File: config.mk
export PLATFORM = sky130hd
export DESIGN_NAME = swsa_master
export DESIGN_NICKNAME = d
export VERILOG_FILES = /design/src/swsa_pkg.sv /design/src/swsa_master.sv
export VERILOG_INCLUDE_DIRS = /design/src /design/src/src
export SDC_FILE = /design/constraint.sdc
export NUM_CORES = 1
export LEC_CHECK = 0
export BUFFER_PORTS_ARGS = -buffer_cell sky130_fd_sc_hd__buf_2
export CAP_MARGIN = 10
export CORE_MARGIN = 1
export CORE_UTILIZATION = 50
export CTS_CLUSTER_SIZE = 16
export DETAILED_ROUTE_END_ITERATION = 16
export GPL_TIMING_DRIVEN = 0
export PLACE_DENSITY_LB_ADDON = 0.2
export SLEW_MARGIN = 20
export SYNTH_ARGS = -nofsm -noshare
export SYNTH_HDL_FRONTEND = slang
export SYNTH_SLANG_ARGS = --single-unit
File: constraint.sdc
create_clock -name clk_i -period 5.76 [get_ports clk_i]
set_input_delay 0.288 -clock clk_i [delete_from_list [all_inputs] [get_ports clk_i]]
set_output_delay 0.288 -clock clk_i [all_outputs]
set_load 0.01 [all_outputs]
File: src/swsa_defs.svh
/*
 Constants of the single-wire command and search accelerator block.
 Assumes a 20 MHz system clock; all line timing is in 1 us base ticks.
*/
`ifndef SWSA_DEFS_SVH
`define SWSA_DEFS_SVH

// ----------------------------------------
// Clock
// ----------------------------------------
`define SWSA_CLK_HZ 20000000
`define SWSA_BASE_HZ 1000000
`define SWSA_DIV_CYCLES (`SWSA_CLK_HZ / `SWSA_BASE_HZ)

// ----------------------------------------
// Internal register addresses
// ----------------------------------------
`define SWSA_A_CMD 3'h0
`define SWSA_A_BUF 3'h1
`define SWSA_A_FLAG 3'h2
`define SWSA_A_CTRL 3'h5
`define SWSA_ADDR_RST 3'h7

// ----------------------------------------
// Bit positions
// ----------------------------------------
`define SWSA_CMD_RST 0
`define SWSA_CMD_SRA 1
`define SWSA_CMD_FOW 2
`define SWSA_CMD_IN 3
`define SWSA_CTRL_ENFOW 2
`define SWSA_FLG_PD 0
`define SWSA_FLG_PDR 1
`define SWSA_FLG_TBE 2
`define SWSA_FLG_RBF 4

// ----------------------------------------
// Line timing in microseconds and bit counts
// ----------------------------------------
`define SWSA_RST_LOW_US 10'd480
`define SWSA_RST_SAMP_US 10'd550
`define SWSA_RST_END_US 10'd960
`define SWSA_W1_LOW_US 10'd5
`define SWSA_W0_LOW_US 10'd60
`define SWSA_SLOT_SAMP_US 10'd15
`define SWSA_SLOT_END_US 10'd70
`define SWSA_SEARCH_BITS 4'd4
`define SWSA_NORM_BITS 4'd8

`endif

File: src/swsa_pkg.sv
/*
 Types of the single-wire command and search accelerator block.
 Assumes swsa_defs.svh is included alongside where constants are needed.
*/
package swsa_pkg;
	typedef enum logic [1:0] {ST_IDLE, ST_RESET, ST_SLOT} swsa_state_t;
endpackage : swsa_pkg

File: src/swsa_master.sv
/*
 Command logic and search accelerator of a single-wire bus master.
 Assumes a CPU with an address/data register pair and an open-drain line.
*/
`timescale 1ns/1ns
`include "swsa_defs.svh"

module swsa_master
	import swsa_pkg::*;
#(
	parameter int DATA_W = 8
)(
	input wire logic clk_i,
	input wire logic sys_rst_i,
	input wire logic reg_sel_i,
	input wire logic wr_en_i,
	input wire logic rd_en_i,
	input wire logic [DATA_W-1:0] wdata_i,
	output logic [DATA_W-1:0] rdata_o,
	input wire logic line_input_level_i,
	output logic line_o,
	output logic line_oe_o
);

	// ----------------------------------------
	// Helpers
	// ----------------------------------------
	// Returns {write bit, ID bit, discrepancy flag, error}
	function automatic logic [3:0] decide(input logic a, input logic b, input logic r, input logic err);
		logic [3:0] res;
		res = 4'h0;
		if (err)
			res = 4'he;
		else if (a != b)
			res = {a, a, 1'b0, 1'b0};
		else if (!a)
			res = {r, r, 1'b1, 1'b0};
		else
			res = 4'hf;
		return res;
	endfunction : decide

	// ----------------------------------------
	// State
	// ----------------------------------------
	swsa_state_t state_reg, state_next;
	logic [4:0] div_reg, div_next;
	logic [9:0] us_reg, us_next;
	logic [1:0] phase_reg, phase_next;
	logic [2:0] bit_reg, bit_next;
	logic [DATA_W-1:0] txs_reg, txs_next, rxs_reg, rxs_next, txb_reg, txb_next;
	logic txf_reg, txf_next, rda_reg, rda_next, samp_reg, samp_next, sbit_reg, sbit_next;
	logic err_reg, err_next, rst_reg, rst_next, sra_reg, sra_next, fow_reg, fow_next;
	logic enfow_reg, enfow_next, pd_reg, pd_next, pdr_reg, pdr_next;
	logic [2:0] addr_reg, addr_next;
	logic [DATA_W-1:0] fifo_mem [2];
	logic [DATA_W-1:0] rdata_next;
	logic wptr_reg, wptr_next, rptr_reg, rptr_next;
	logic [1:0] cnt_reg, cnt_next;
	logic tick, drive, push_valid, push_ready, pop_valid, pop_ready, slot_end;
	logic [3:0] dec;
	logic [DATA_W-1:0] flags;

	assign tick = (div_reg == 5'(`SWSA_DIV_CYCLES - 1));
	assign slot_end = tick && (us_reg == `SWSA_SLOT_END_US - 10'd1);
	assign push_ready = (cnt_reg != 2'd2);
	assign pop_valid = (cnt_reg != 2'd0);
	assign pop_ready = rd_en_i && reg_sel_i && (addr_reg == `SWSA_A_BUF);
	assign dec = decide(rda_reg, samp_reg, txs_reg[{bit_reg[1:0], 1'b1}], err_reg);
	assign flags = DATA_W'({pop_valid, 1'b0, !txf_reg, pdr_reg, pd_reg});

	always_comb
	begin
		drive = 1'b0;
		if (state_reg == ST_RESET)
			drive = (us_reg < `SWSA_RST_LOW_US);
		else if (state_reg == ST_SLOT)
			drive = (us_reg < (sbit_reg ? `SWSA_W1_LOW_US : `SWSA_W0_LOW_US));
	end

	assign line_o = 1'b0;
	assign line_oe_o = drive || (fow_reg && enfow_reg);

	// ----------------------------------------
	// Next state
	// ----------------------------------------
	always_comb
	begin
		state_next = state_reg;
		div_next = tick ? 5'd0 : div_reg + 5'd1;
		us_next = us_reg;
		phase_next = phase_reg;
		bit_next = bit_reg;
		txs_next = txs_reg;
		rxs_next = rxs_reg;
		txb_next = txb_reg;
		txf_next = txf_reg;
		rda_next = rda_reg;
		samp_next = samp_reg;
		sbit_next = sbit_reg;
		err_next = err_reg;
		rst_next = rst_reg;
		sra_next = sra_reg;
		fow_next = fow_reg;
		enfow_next = enfow_reg;
		pd_next = pd_reg;
		pdr_next = pdr_reg;
		addr_next = addr_reg;
		wptr_next = wptr_reg;
		rptr_next = rptr_reg;
		push_valid = 1'b0;
		rdata_next = rdata_o;

		// CPU side
		if (rd_en_i)
		begin
			rdata_next = '0;
			if (!reg_sel_i)
				rdata_next = DATA_W'(addr_reg);
			else
				unique case (addr_reg)
					`SWSA_A_CMD: rdata_next = DATA_W'({line_input_level_i, fow_reg, sra_reg, rst_reg});
					`SWSA_A_BUF: rdata_next = fifo_mem[rptr_reg];
					`SWSA_A_FLAG: rdata_next = flags;
					`SWSA_A_CTRL: rdata_next = DATA_W'({enfow_reg, 2'b00});
					default: rdata_next = '0;
				endcase
			if (reg_sel_i && addr_reg == `SWSA_A_FLAG)
				pd_next = 1'b0;
		end
		if (wr_en_i && !reg_sel_i)
			addr_next = wdata_i[2:0];
		if (wr_en_i && reg_sel_i)
			unique case (addr_reg)
				`SWSA_A_CMD:
				begin
					fow_next = wdata_i[`SWSA_CMD_FOW];
					if (wdata_i[`SWSA_CMD_RST])
					begin
						rst_next = 1'b1;
						sra_next = 1'b0;
					end
					else
						sra_next = wdata_i[`SWSA_CMD_SRA];
				end
				`SWSA_A_BUF:
				begin
					txb_next = wdata_i;
					txf_next = 1'b1;
				end
				`SWSA_A_CTRL: enfow_next = wdata_i[`SWSA_CTRL_ENFOW];
				default: ;
			endcase
		if (!sra_next)
			err_next = 1'b0;

		// Line engine
		if (tick && state_reg != ST_IDLE)
			us_next = us_reg + 10'd1;
		unique case (state_reg)
			ST_IDLE:
			begin
				us_next = '0;
				if (rst_reg)
					state_next = ST_RESET;
				else if (txf_reg && push_ready)
				begin
					state_next = ST_SLOT;
					txs_next = txb_reg;
					txf_next = txf_next && wr_en_i && reg_sel_i && addr_reg == `SWSA_A_BUF;
					bit_next = '0;
					phase_next = '0;
					sbit_next = sra_reg ? 1'b1 : txb_reg[0];
				end
			end
			ST_RESET:
			begin
				if (tick && us_reg == `SWSA_RST_SAMP_US)
					samp_next = line_input_level_i;
				if (tick && us_reg == `SWSA_RST_END_US - 10'd1)
				begin
					state_next = ST_IDLE;
					rst_next = 1'b0;
					pd_next = 1'b1;
					pdr_next = samp_reg;
				end
			end
			ST_SLOT:
			begin
				if (tick && us_reg == `SWSA_SLOT_SAMP_US)
					samp_next = line_input_level_i;
				if (slot_end)
				begin
					us_next = '0;
					if (!sra_reg)
					begin
						rxs_next[bit_reg] = samp_reg;
						sbit_next = txs_reg[3'(bit_reg + 3'd1)];
						if (bit_reg == 3'(`SWSA_NORM_BITS - 4'd1))
							push_valid = 1'b1;
						bit_next = bit_reg + 3'd1;
					end
					else
						unique case (phase_reg)
							2'd0:
							begin
								rda_next = samp_reg;
								phase_next = 2'd1;
							end
							2'd1:
							begin
								sbit_next = dec[3];
								rxs_next[{bit_reg[1:0], 1'b1}] = dec[2];
								rxs_next[{bit_reg[1:0], 1'b0}] = dec[1];
								err_next = err_reg || dec[0];
								phase_next = 2'd2;
							end
							default:
							begin
								phase_next = 2'd0;
								sbit_next = 1'b1;
								if (bit_reg == 3'(`SWSA_SEARCH_BITS - 4'd1))
									push_valid = 1'b1;
								bit_next = bit_reg + 3'd1;
							end
						endcase
					if (push_valid)
						state_next = ST_IDLE;
				end
			end
			default: state_next = ST_IDLE;
		endcase
		if (wr_en_i && reg_sel_i && addr_reg == `SWSA_A_CMD && wdata_i[`SWSA_CMD_RST])
			rst_next = 1'b1;
		if (push_valid && push_ready)
			wptr_next = !wptr_reg;
		if (pop_ready && pop_valid)
			rptr_next = !rptr_reg;
		cnt_next = cnt_reg + 2'(push_valid && push_ready) - 2'(pop_ready && pop_valid);
	end

	// ----------------------------------------
	// Registers
	// ----------------------------------------
	always_ff @(posedge clk_i)
	begin
		if (push_valid && push_ready)
			fifo_mem[wptr_reg] <= rxs_next;
		if (sys_rst_i)
		begin
			state_reg <= ST_IDLE;
			div_reg <= '0;
			us_reg <= '0;
			phase_reg <= '0;
			bit_reg <= '0;
			txs_reg <= '0;
			rxs_reg <= '0;
			txb_reg <= '0;
			txf_reg <= 1'b0;
			rda_reg <= 1'b0;
			samp_reg <= 1'b1;
			sbit_reg <= 1'b1;
			err_reg <= 1'b0;
			rst_reg <= 1'b0;
			sra_reg <= 1'b0;
			fow_reg <= 1'b0;
			enfow_reg <= 1'b0;
			pd_reg <= 1'b0;
			pdr_reg <= 1'b0;
			addr_reg <= `SWSA_ADDR_RST;
			wptr_reg <= 1'b0;
			rptr_reg <= 1'b0;
			cnt_reg <= '0;
			rdata_o <= '0;
		end
		else
		begin
			state_reg <= state_next;
			div_reg <= div_next;
			us_reg <= us_next;
			phase_reg <= phase_next;
			bit_reg <= bit_next;
			txs_reg <= txs_next;
			rxs_reg <= rxs_next;
			txb_reg <= txb_next;
			txf_reg <= txf_next;
			rda_reg <= rda_next;
			samp_reg <= samp_next;
			sbit_reg <= sbit_next;
			err_reg <= err_next;
			rst_reg <= rst_next;
			sra_reg <= sra_next;
			fow_reg <= fow_next;
			enfow_reg <= enfow_next;
			pd_reg <= pd_next;
			pdr_reg <= pdr_next;
			addr_reg <= addr_next;
			wptr_reg <= wptr_next;
			rptr_reg <= rptr_next;
			cnt_reg <= cnt_next;
			rdata_o <= rdata_next;
		end
	end
endmodule : swsa_master

==> reports/results.ini, run 1 <==
[run_status]
outcome=finished clean

[worst_setup_path]
crit_slowest_cell=or4_1
crit_arrival_ns=3.02
cp.required_ns=6.00
crit_top_cell=ha_1
worstSetupEndpointType=flip-flop
path_buf_inv=2
path_cells=ha_1, and4bb_4, nand4_4, or4_1, buf_2, ha_1, inv_1, ha_1, xor2_1, xnor2_1, nor2_1
cp_top_family=simple AND/OR/NAND/NOR gates
path_class=flip-flop to flip-flop
cp_max_fo=8
worst_setup_path_start_kind=flip-flop
slowest_delay_ns=0.54

[finish]
area_delta_synth_final_pct=9.66
nets=539
fillers=809
diodes=0
largest_reg_flops=16
drive_above_1_share=0.129
fin_area_um2=4980

[route]
first_pass_iters=5
ant_nets=0
vias_per_cell=5.62
drt-initial-drc-count=244
routed_wl_mm=10.1
vias=3480
avgRoutedWirePerCell_um=16.3
drc=0

[clock_tree]
cts_setup_buffers=0
tritoncts=done
postCtsHoldBufs=0
root_buffer=clkbuf_8
clock_latency_ns=0.38
htree_levels=3
ctsLongestPathBuffers=2
post_cts_resized=0
cts_buffers=9
cts.sinks=89
cts.reportedPaths.clkPinSlew_ns=0.09

[sta]
setup_viol=0
fin_skew_ns=0.0159
slew_violations=0
finalCritPeriodShare=0.482
worst_slack_ns=2.98
hold_viol_final=0
min_period_ns=2.78
max_slew_margin=0.496
fin_hold_ws_ns=0.154
worst_pin_slew_ns=0.748
setup_tns_ns=0
fmax_mhz=360
rsz0062_at_grt=no

[synth]
synthTopCellsByArea=dfxtp_1 (32%), mux2i_1 (11%), edfxtp_1 (11%)
ys.flop_type=dfxtp_1
synth-edff-count=16
yosys.area.top_type=dfxtp_1
synth_warnings=0
yosysSeqAreaShare=0.427
syn-num-nets=507
async_flop_share=0
synth.top_cell.area_share=0.321
netlist_instances=474
ys_ff_latch=89
avgSynthCellArea_um2=9.59
synth_cell_type_count=57
syn_area_um2=4550

[grt]
grt_pass1_wl_mm=16.3
grtUsageTotal=0.219
top_usage_layer=met2
grt_max_degree=18
use_met1=0.278
groute.layer.met3.usage=0.0403
grt-ovfl-total=0
grt_pass1_vias=3291
met2_usage=0.374
antenna_found_initial=0

[hold_path]
hold_path_class=primary input to flip-flop

[power_and_ir_drop]
power.leakage_nw=1.98
vdd_ir_drop_max_v=0.000157
power_mw=1.12
power_density_nw_per_um2=224

[floorplan]
core_area_um2=8760
initial_core_util=0.519
die_h_um=97.3
dieArea_um2=9480
dieWidth_um=97.3
ioPinCount=24
fp-row-count=34

[place]
io_buffers=21
place_area_um2=4790
place_hpwl_mm=7.34
gp_congestion=0.801
pre_cts_ws_ns=2.98

[job]
maxCapViolCount=0

[final cells by class]
| class | count | area (um^2) | share of cell area |
|---|---|---|---|
| Multi-Input combinational cell | 343 | 2430 | 0.487 |
| Sequential cell | 89 | 1940 | 0.390 |
| Clock buffer | 11 | 153 | 0.0306 |
| Tap cell | 108 | 135 | 0.0271 |
| Buffer | 28 | 124 | 0.0248 |
| Timing Repair Buffer | 21 | 105 | 0.0211 |
| Inverter | 14 | 52.6 | 0.0105 |
| Clock inverter | 5 | 46.3 | 0.00929 |
[worst reg2reg max path, delay by kind of cell (launching register included)]
kind	cells	cell delay, ns
buffers and inverters	2	0.21
XOR/XNOR	2	0.29
AND/OR/NAND/NOR	4	1.09
flip-flops	1	0.36
adder cells (fa/ha/maj)	3	0.70
[per-stage QoR]
stage / util / cells
2_1_floorplan: - / 474
3_3_place_gp: 0.546 / 603
3_5_place_dp: 0.546 / 603
4_1_cts: 0.569 / 619
5_1_grt: 0.569 / 619
6_report: 0.569 / 619
[report_power, final]
group | internal (mW) | switching, mW | leakage, nW
clock | 0.191 | 0.245 | 0.102
sequential | 0.635 | 0.00347 | 0.757
combinational | 0.0155 | 0.0255 | 1.12
[kinds of logic (layout without fill, tap and decap cells)]
group           after synthesis  count (layout)  share of synthesized area
other cells                   1               1                   0.000825
buf+inv                      42              79                     0.0388
xor+xnor                     14              14                     0.0286
mux                          59              59                      0.140
flops                        89              89                      0.427
fa+ha+maj                    19              19                     0.0523
compound gates               71              71                     0.0985
simple gates                179             179                      0.213
[per-layer routing]
metal	vias to the layer above	part of all wire
li1	1737	-
met5	-	0
met4	0	0.020
met1	1651	0.47
met3	18	0.034
met2	74	0.48
[synthesized netlist by cell type (2+ instances only)]
| cell type | n |
|---|---|
| mux2_2 | 8 |
| o32ai_1 | 4 |
| o21ai_0 | 13 |
| o22ai_1 | 8 |
| a21oi_1 | 23 |
| nor2_1 | 62 |
| a31oi_1 | 2 |
| a211oi_1 | 8 |
| mux2i_1 | 48 |
| buf_2 | 6 |
| buf_4 | 3 |
| nand3_1 | 15 |
| inv_1 | 13 |
| nor3b_1 | 4 |
| nand4b_1 | 3 |
| nand2b_1 | 16 |
| nand2_1 | 22 |
| nor4b_1 | 2 |
| and3b_1 | 4 |
| ha_1 | 19 |
| o21a_1 | 2 |
| or2_2 | 2 |
| xor2_1 | 5 |
| xnor2_1 | 8 |
| edfxtp_1 | 16 |
| mux4_2 | 3 |
| nand3b_1 | 7 |
| dfxtp_1 | 73 |
| nor2b_1 | 19 |
| a22oi_1 | 2 |
| clkbuf_1 | 19 |
| nor3_1 | 6 |
| nor4_1 | 5 |
[cell usage in the layout (no fill, tap or decap), types with 2 or more instances in the layout]
| cell type | n |
|---|---|
| a211oi_1 | 8 |
| a21oi_1 | 23 |
| a22oi_1 | 2 |
| a31oi_1 | 2 |
| and3b_1 | 4 |
| buf_2 | 27 |
| buf_4 | 3 |
| clkbuf_1 | 20 |
| clkbuf_8 | 9 |
| clkinv_4 | 2 |
| dfxtp_1 | 73 |
| edfxtp_1 | 16 |
| ha_1 | 19 |
| inv_1 | 13 |
| inv_6 | 2 |
| mux2_2 | 8 |
| mux2i_1 | 48 |
| mux4_2 | 3 |
| nand2_1 | 22 |
| nand2b_1 | 16 |
| nand3_1 | 15 |
| nand3b_1 | 7 |
| nand4b_1 | 3 |
| nor2_1 | 62 |
| nor2b_1 | 19 |
| nor3_1 | 6 |
| nor3b_1 | 4 |
| nor4_1 | 5 |
| nor4b_1 | 2 |
| o21a_1 | 2 |
| o21ai_0 | 13 |
| o22ai_1 | 8 |
| o32ai_1 | 4 |
| or2_2 | 2 |
| xnor2_1 | 8 |
| xor2_1 | 5 |
[final timing paths]
check / startpoint / endpoint / slack [ns] / depth (start not counted)
max: div_reg[0] / cnt_reg[1] / 2.98 / 11
min: wdata_i[4] / txb_reg[4] / 0.15 / 3
max reg2reg: div_reg[0] / cnt_reg[1] / 2.98 / 11
min reg2reg: div_reg[0] / div_reg[0] / 0.47 / 1
Note: power is estimated with default switching activity, not from simulation.
==> inputs of run 2 (changes only) <==
- ABC_AREA: unset -> 1
- clock period: 5.76 -> 2.3 ns (I/O delays scaled with it)
==> run 2 against run 1 <==
Area after synthesis is essentially flat; power grew to 2.6 times the previous value; via count grew 17%; setup slack lost 2.9 ns; combinational power grew to 2.8 times the previous value; synthesized cell count grew 30%; cell count grew 24%; non-clock buffer count shrank 1; maximum frequency grew 27%.
==> reports/results.ini, run 2 <==
[power_and_ir_drop]
power_density_nw_per_um2=570  ; +150%
power.leakage_nw=2.25  ; +14%
power_mw=2.94  ; +160%
vdd_ir_drop_max_v=0.000363  ; +130%

[worst_setup_path]
cp.required_ns=2.59  ; -3.41 ns
worst_setup_path_start_kind=flip-flop
crit_arrival_ns=2.47  ; -0.55 ns
worstSetupEndpointType=flip-flop
cp_max_fo=4  ; -4
rr_startpoint=div_reg[0]
path_class=flip-flop to flip-flop
crit_start=div_reg[0]

[synth]
syn-num-nets=647  ; +28%
synth.top_cell.area_share=0.321  ; about the same
avgSynthCellArea_um2=7.41  ; -23%
syn_area_um2=4550  ; about the same
yosysMostFrequentCell=nand2_1
ys.flop_type=dfxtp_1
ys_ff_latch=89  ; unchanged
synth_warnings=0  ; unchanged
synthTopCellsByCount=nand2_1 (120), nor2_1 (82), inv_1 (78), dfxtp_1 (73), o21ai_0 (46)
synth-edff-count=16  ; unchanged
yosysSeqAreaShare=0.427  ; about the same
synthTopCellsByArea=dfxtp_1 (32%), edfxtp_1 (11%), nand2_1 (9.9%)
synth_cell_type_count=35  ; -39%
netlist_instances=614  ; +30%
yosys.area.top_type=dfxtp_1
async_flop_share=0  ; unchanged

[run_status]
outcome=finished clean

[hold_path]
hold_start=wdata_i[0]
hold_path_class=primary input to flip-flop

[grt]
grt-ovfl-total=0  ; unchanged
grt_pass1_wl_mm=17.2  ; +5.3%
antenna_found_initial=0  ; unchanged
grtUsageTotal=0.224  ; +0.00543
grt_pass1_vias=3693  ; +12%
grt_max_degree=17  ; -1

[finish]
diodes=0  ; unchanged
final_common_cell=nand2_1
nets=690  ; +28%
fin_util=0.589  ; +0.0204
fillers=814  ; +0.62%
drive_above_1_share=0.124  ; -0.00529
largest_reg_flops=16  ; unchanged
fin_area_um2=5160  ; +3.6%
layout_common_cells=nand2_1 (120), nor2_1 (82), inv_1 (76)
area_delta_synth_final_pct=13.6

[floorplan]
fp-row-count=34  ; unchanged
ioPinCount=24  ; unchanged
dieWidth_um=97.4  ; about the same
core_area_um2=8760  ; unchanged
dieArea_um2=9480  ; about the same
initial_core_util=0.519  ; about the same
die_h_um=97.4  ; about the same

[clock_tree]
cts.reportedPaths.clkPinSlew_ns=0.09  ; about the same
ctsLongestPathBuffers=2  ; unchanged
tritoncts=done
cts.sinks=89  ; unchanged
cts_buffers=9  ; unchanged
htree_levels=3  ; unchanged
clock_latency_ns=0.36  ; -0.02 ns
root_buffer=clkbuf_8

[place]
place_area_um2=4790  ; about the same
gp_congestion=0.888  ; +11%
place_hpwl_mm=7.71  ; +5.1%
io_buffers=21  ; unchanged

[route]
drc=0  ; unchanged
routed_wl_mm=10.5  ; +4.0%
ant_nets=0  ; unchanged
vias=4057  ; +17%
first_pass_iters=5  ; unchanged
vias_per_cell=5.27  ; -6.3%
avgRoutedWirePerCell_um=13.6  ; -16%
drt-initial-drc-count=287  ; +18%

[job]
maxCapViolCount=0  ; unchanged

[sta]
setup_viol=0  ; unchanged
hold_viol_final=0  ; unchanged
fmax_mhz=459  ; +27%
fin_skew_ns=0.00792  ; -0.00799 ns
max_slew_margin=0.533  ; +0.0367
min_period_ns=2.18  ; -0.598 ns
slew_violations=0  ; unchanged
setup_tns_ns=0  ; unchanged
finalCritPeriodShare=0.947  ; +0.465
worst_pin_slew_ns=0.698  ; -0.0507 ns
fin_hold_ws_ns=0.0644  ; -0.0893 ns

==> run 2: routing by layer <==
layer / global-route usage / part of all wire
met4: 0.0656 / 0.013
met5: 0 / 0
met2: 0.361 / 0.46
met1: 0.309 / 0.49
met3: 0.0403 / 0.039
==> run 2: worst paths after layout <==
kind         cells past startpoint    endpoint  slack (ns)
max                             14  cnt_reg[1]        0.12
max reg2reg                     14  cnt_reg[1]        0.12
min                              3     rst_reg        0.06
min reg2reg                      1  div_reg[0]        0.45
==> run 2: logic make-up (layout without fill, tap and decap cells) <==
logic type	Yosys count	in the layout	synth area share
fa+ha+maj	19	19	0.0523
flops	89	89	0.427
buf+inv	99	147	0.0864
other cells	1	1	0.000825
xor+xnor	9	9	0.0173
simple gates	277	277	0.262
compound gates	116	116	0.144
mux	4	4	0.00963
==> run 2: stage by stage <==
| step | std cells | setup slack [ns] |
|---|---|---|
| after global placement | 743 | -0.184 |
| after CTS | 768 | 0.0162 |
| final | 770 | 0.121 |
| after global routing | 770 | -0.0399 |
| after floorplan | 614 | 0.157 |
| after detailed placement | 743 | -0.272 |
==> run 2: power by group <==
group	internal [mW]	leakage [nW]	switching, mW
Sequential	1.59	0.740	0.0110
Combinational	0.0397	1.40	0.0742
Clock	0.626	0.116	0.600
==> run 2: area by class of cell <==
cell class | count | area [um^2] | area share
multi-input cells | 426 | 2260 | 0.438
well taps | 108 | 135 | 0.0262
clock buffers | 9 | 124 | 0.0240
inverters | 83 | 317 | 0.0613
clock inverters | 7 | 103 | 0.0199
repair buffers | 32 | 200 | 0.0388
flip-flops and latches | 89 | 1950 | 0.377
plain buffers | 16 | 76.3 | 0.0148
==> run 2: worst max-delay path: stages (launching register included) <==
cell and delay (ns):
dfxtp_2 0.37, ha_4 0.14, inv_1 0.05, nor2_1 0.08, nand2_1 0.08, nor2_2 0.14
nand2_2 0.12, nor2_8 0.12, nand3_4 0.08, ha_1 0.28, inv_1 0.04, ha_1 0.20
xor2_2 0.16, buf_4 0.13, a21oi_1 0.12
==> run 2: repair_timing <==
| action | in CTS | in global routing |
|---|---|---|
| gates resized for setup | 7 | 9 |
| setup buffers | 4 | 2 |
| pin swaps | 3 | 5 |
| setup endpoints to repair | 18 | 17 |
| hold buffers | 5 | 0 |
| endpoints found under the hold margin | 5 | 0 |
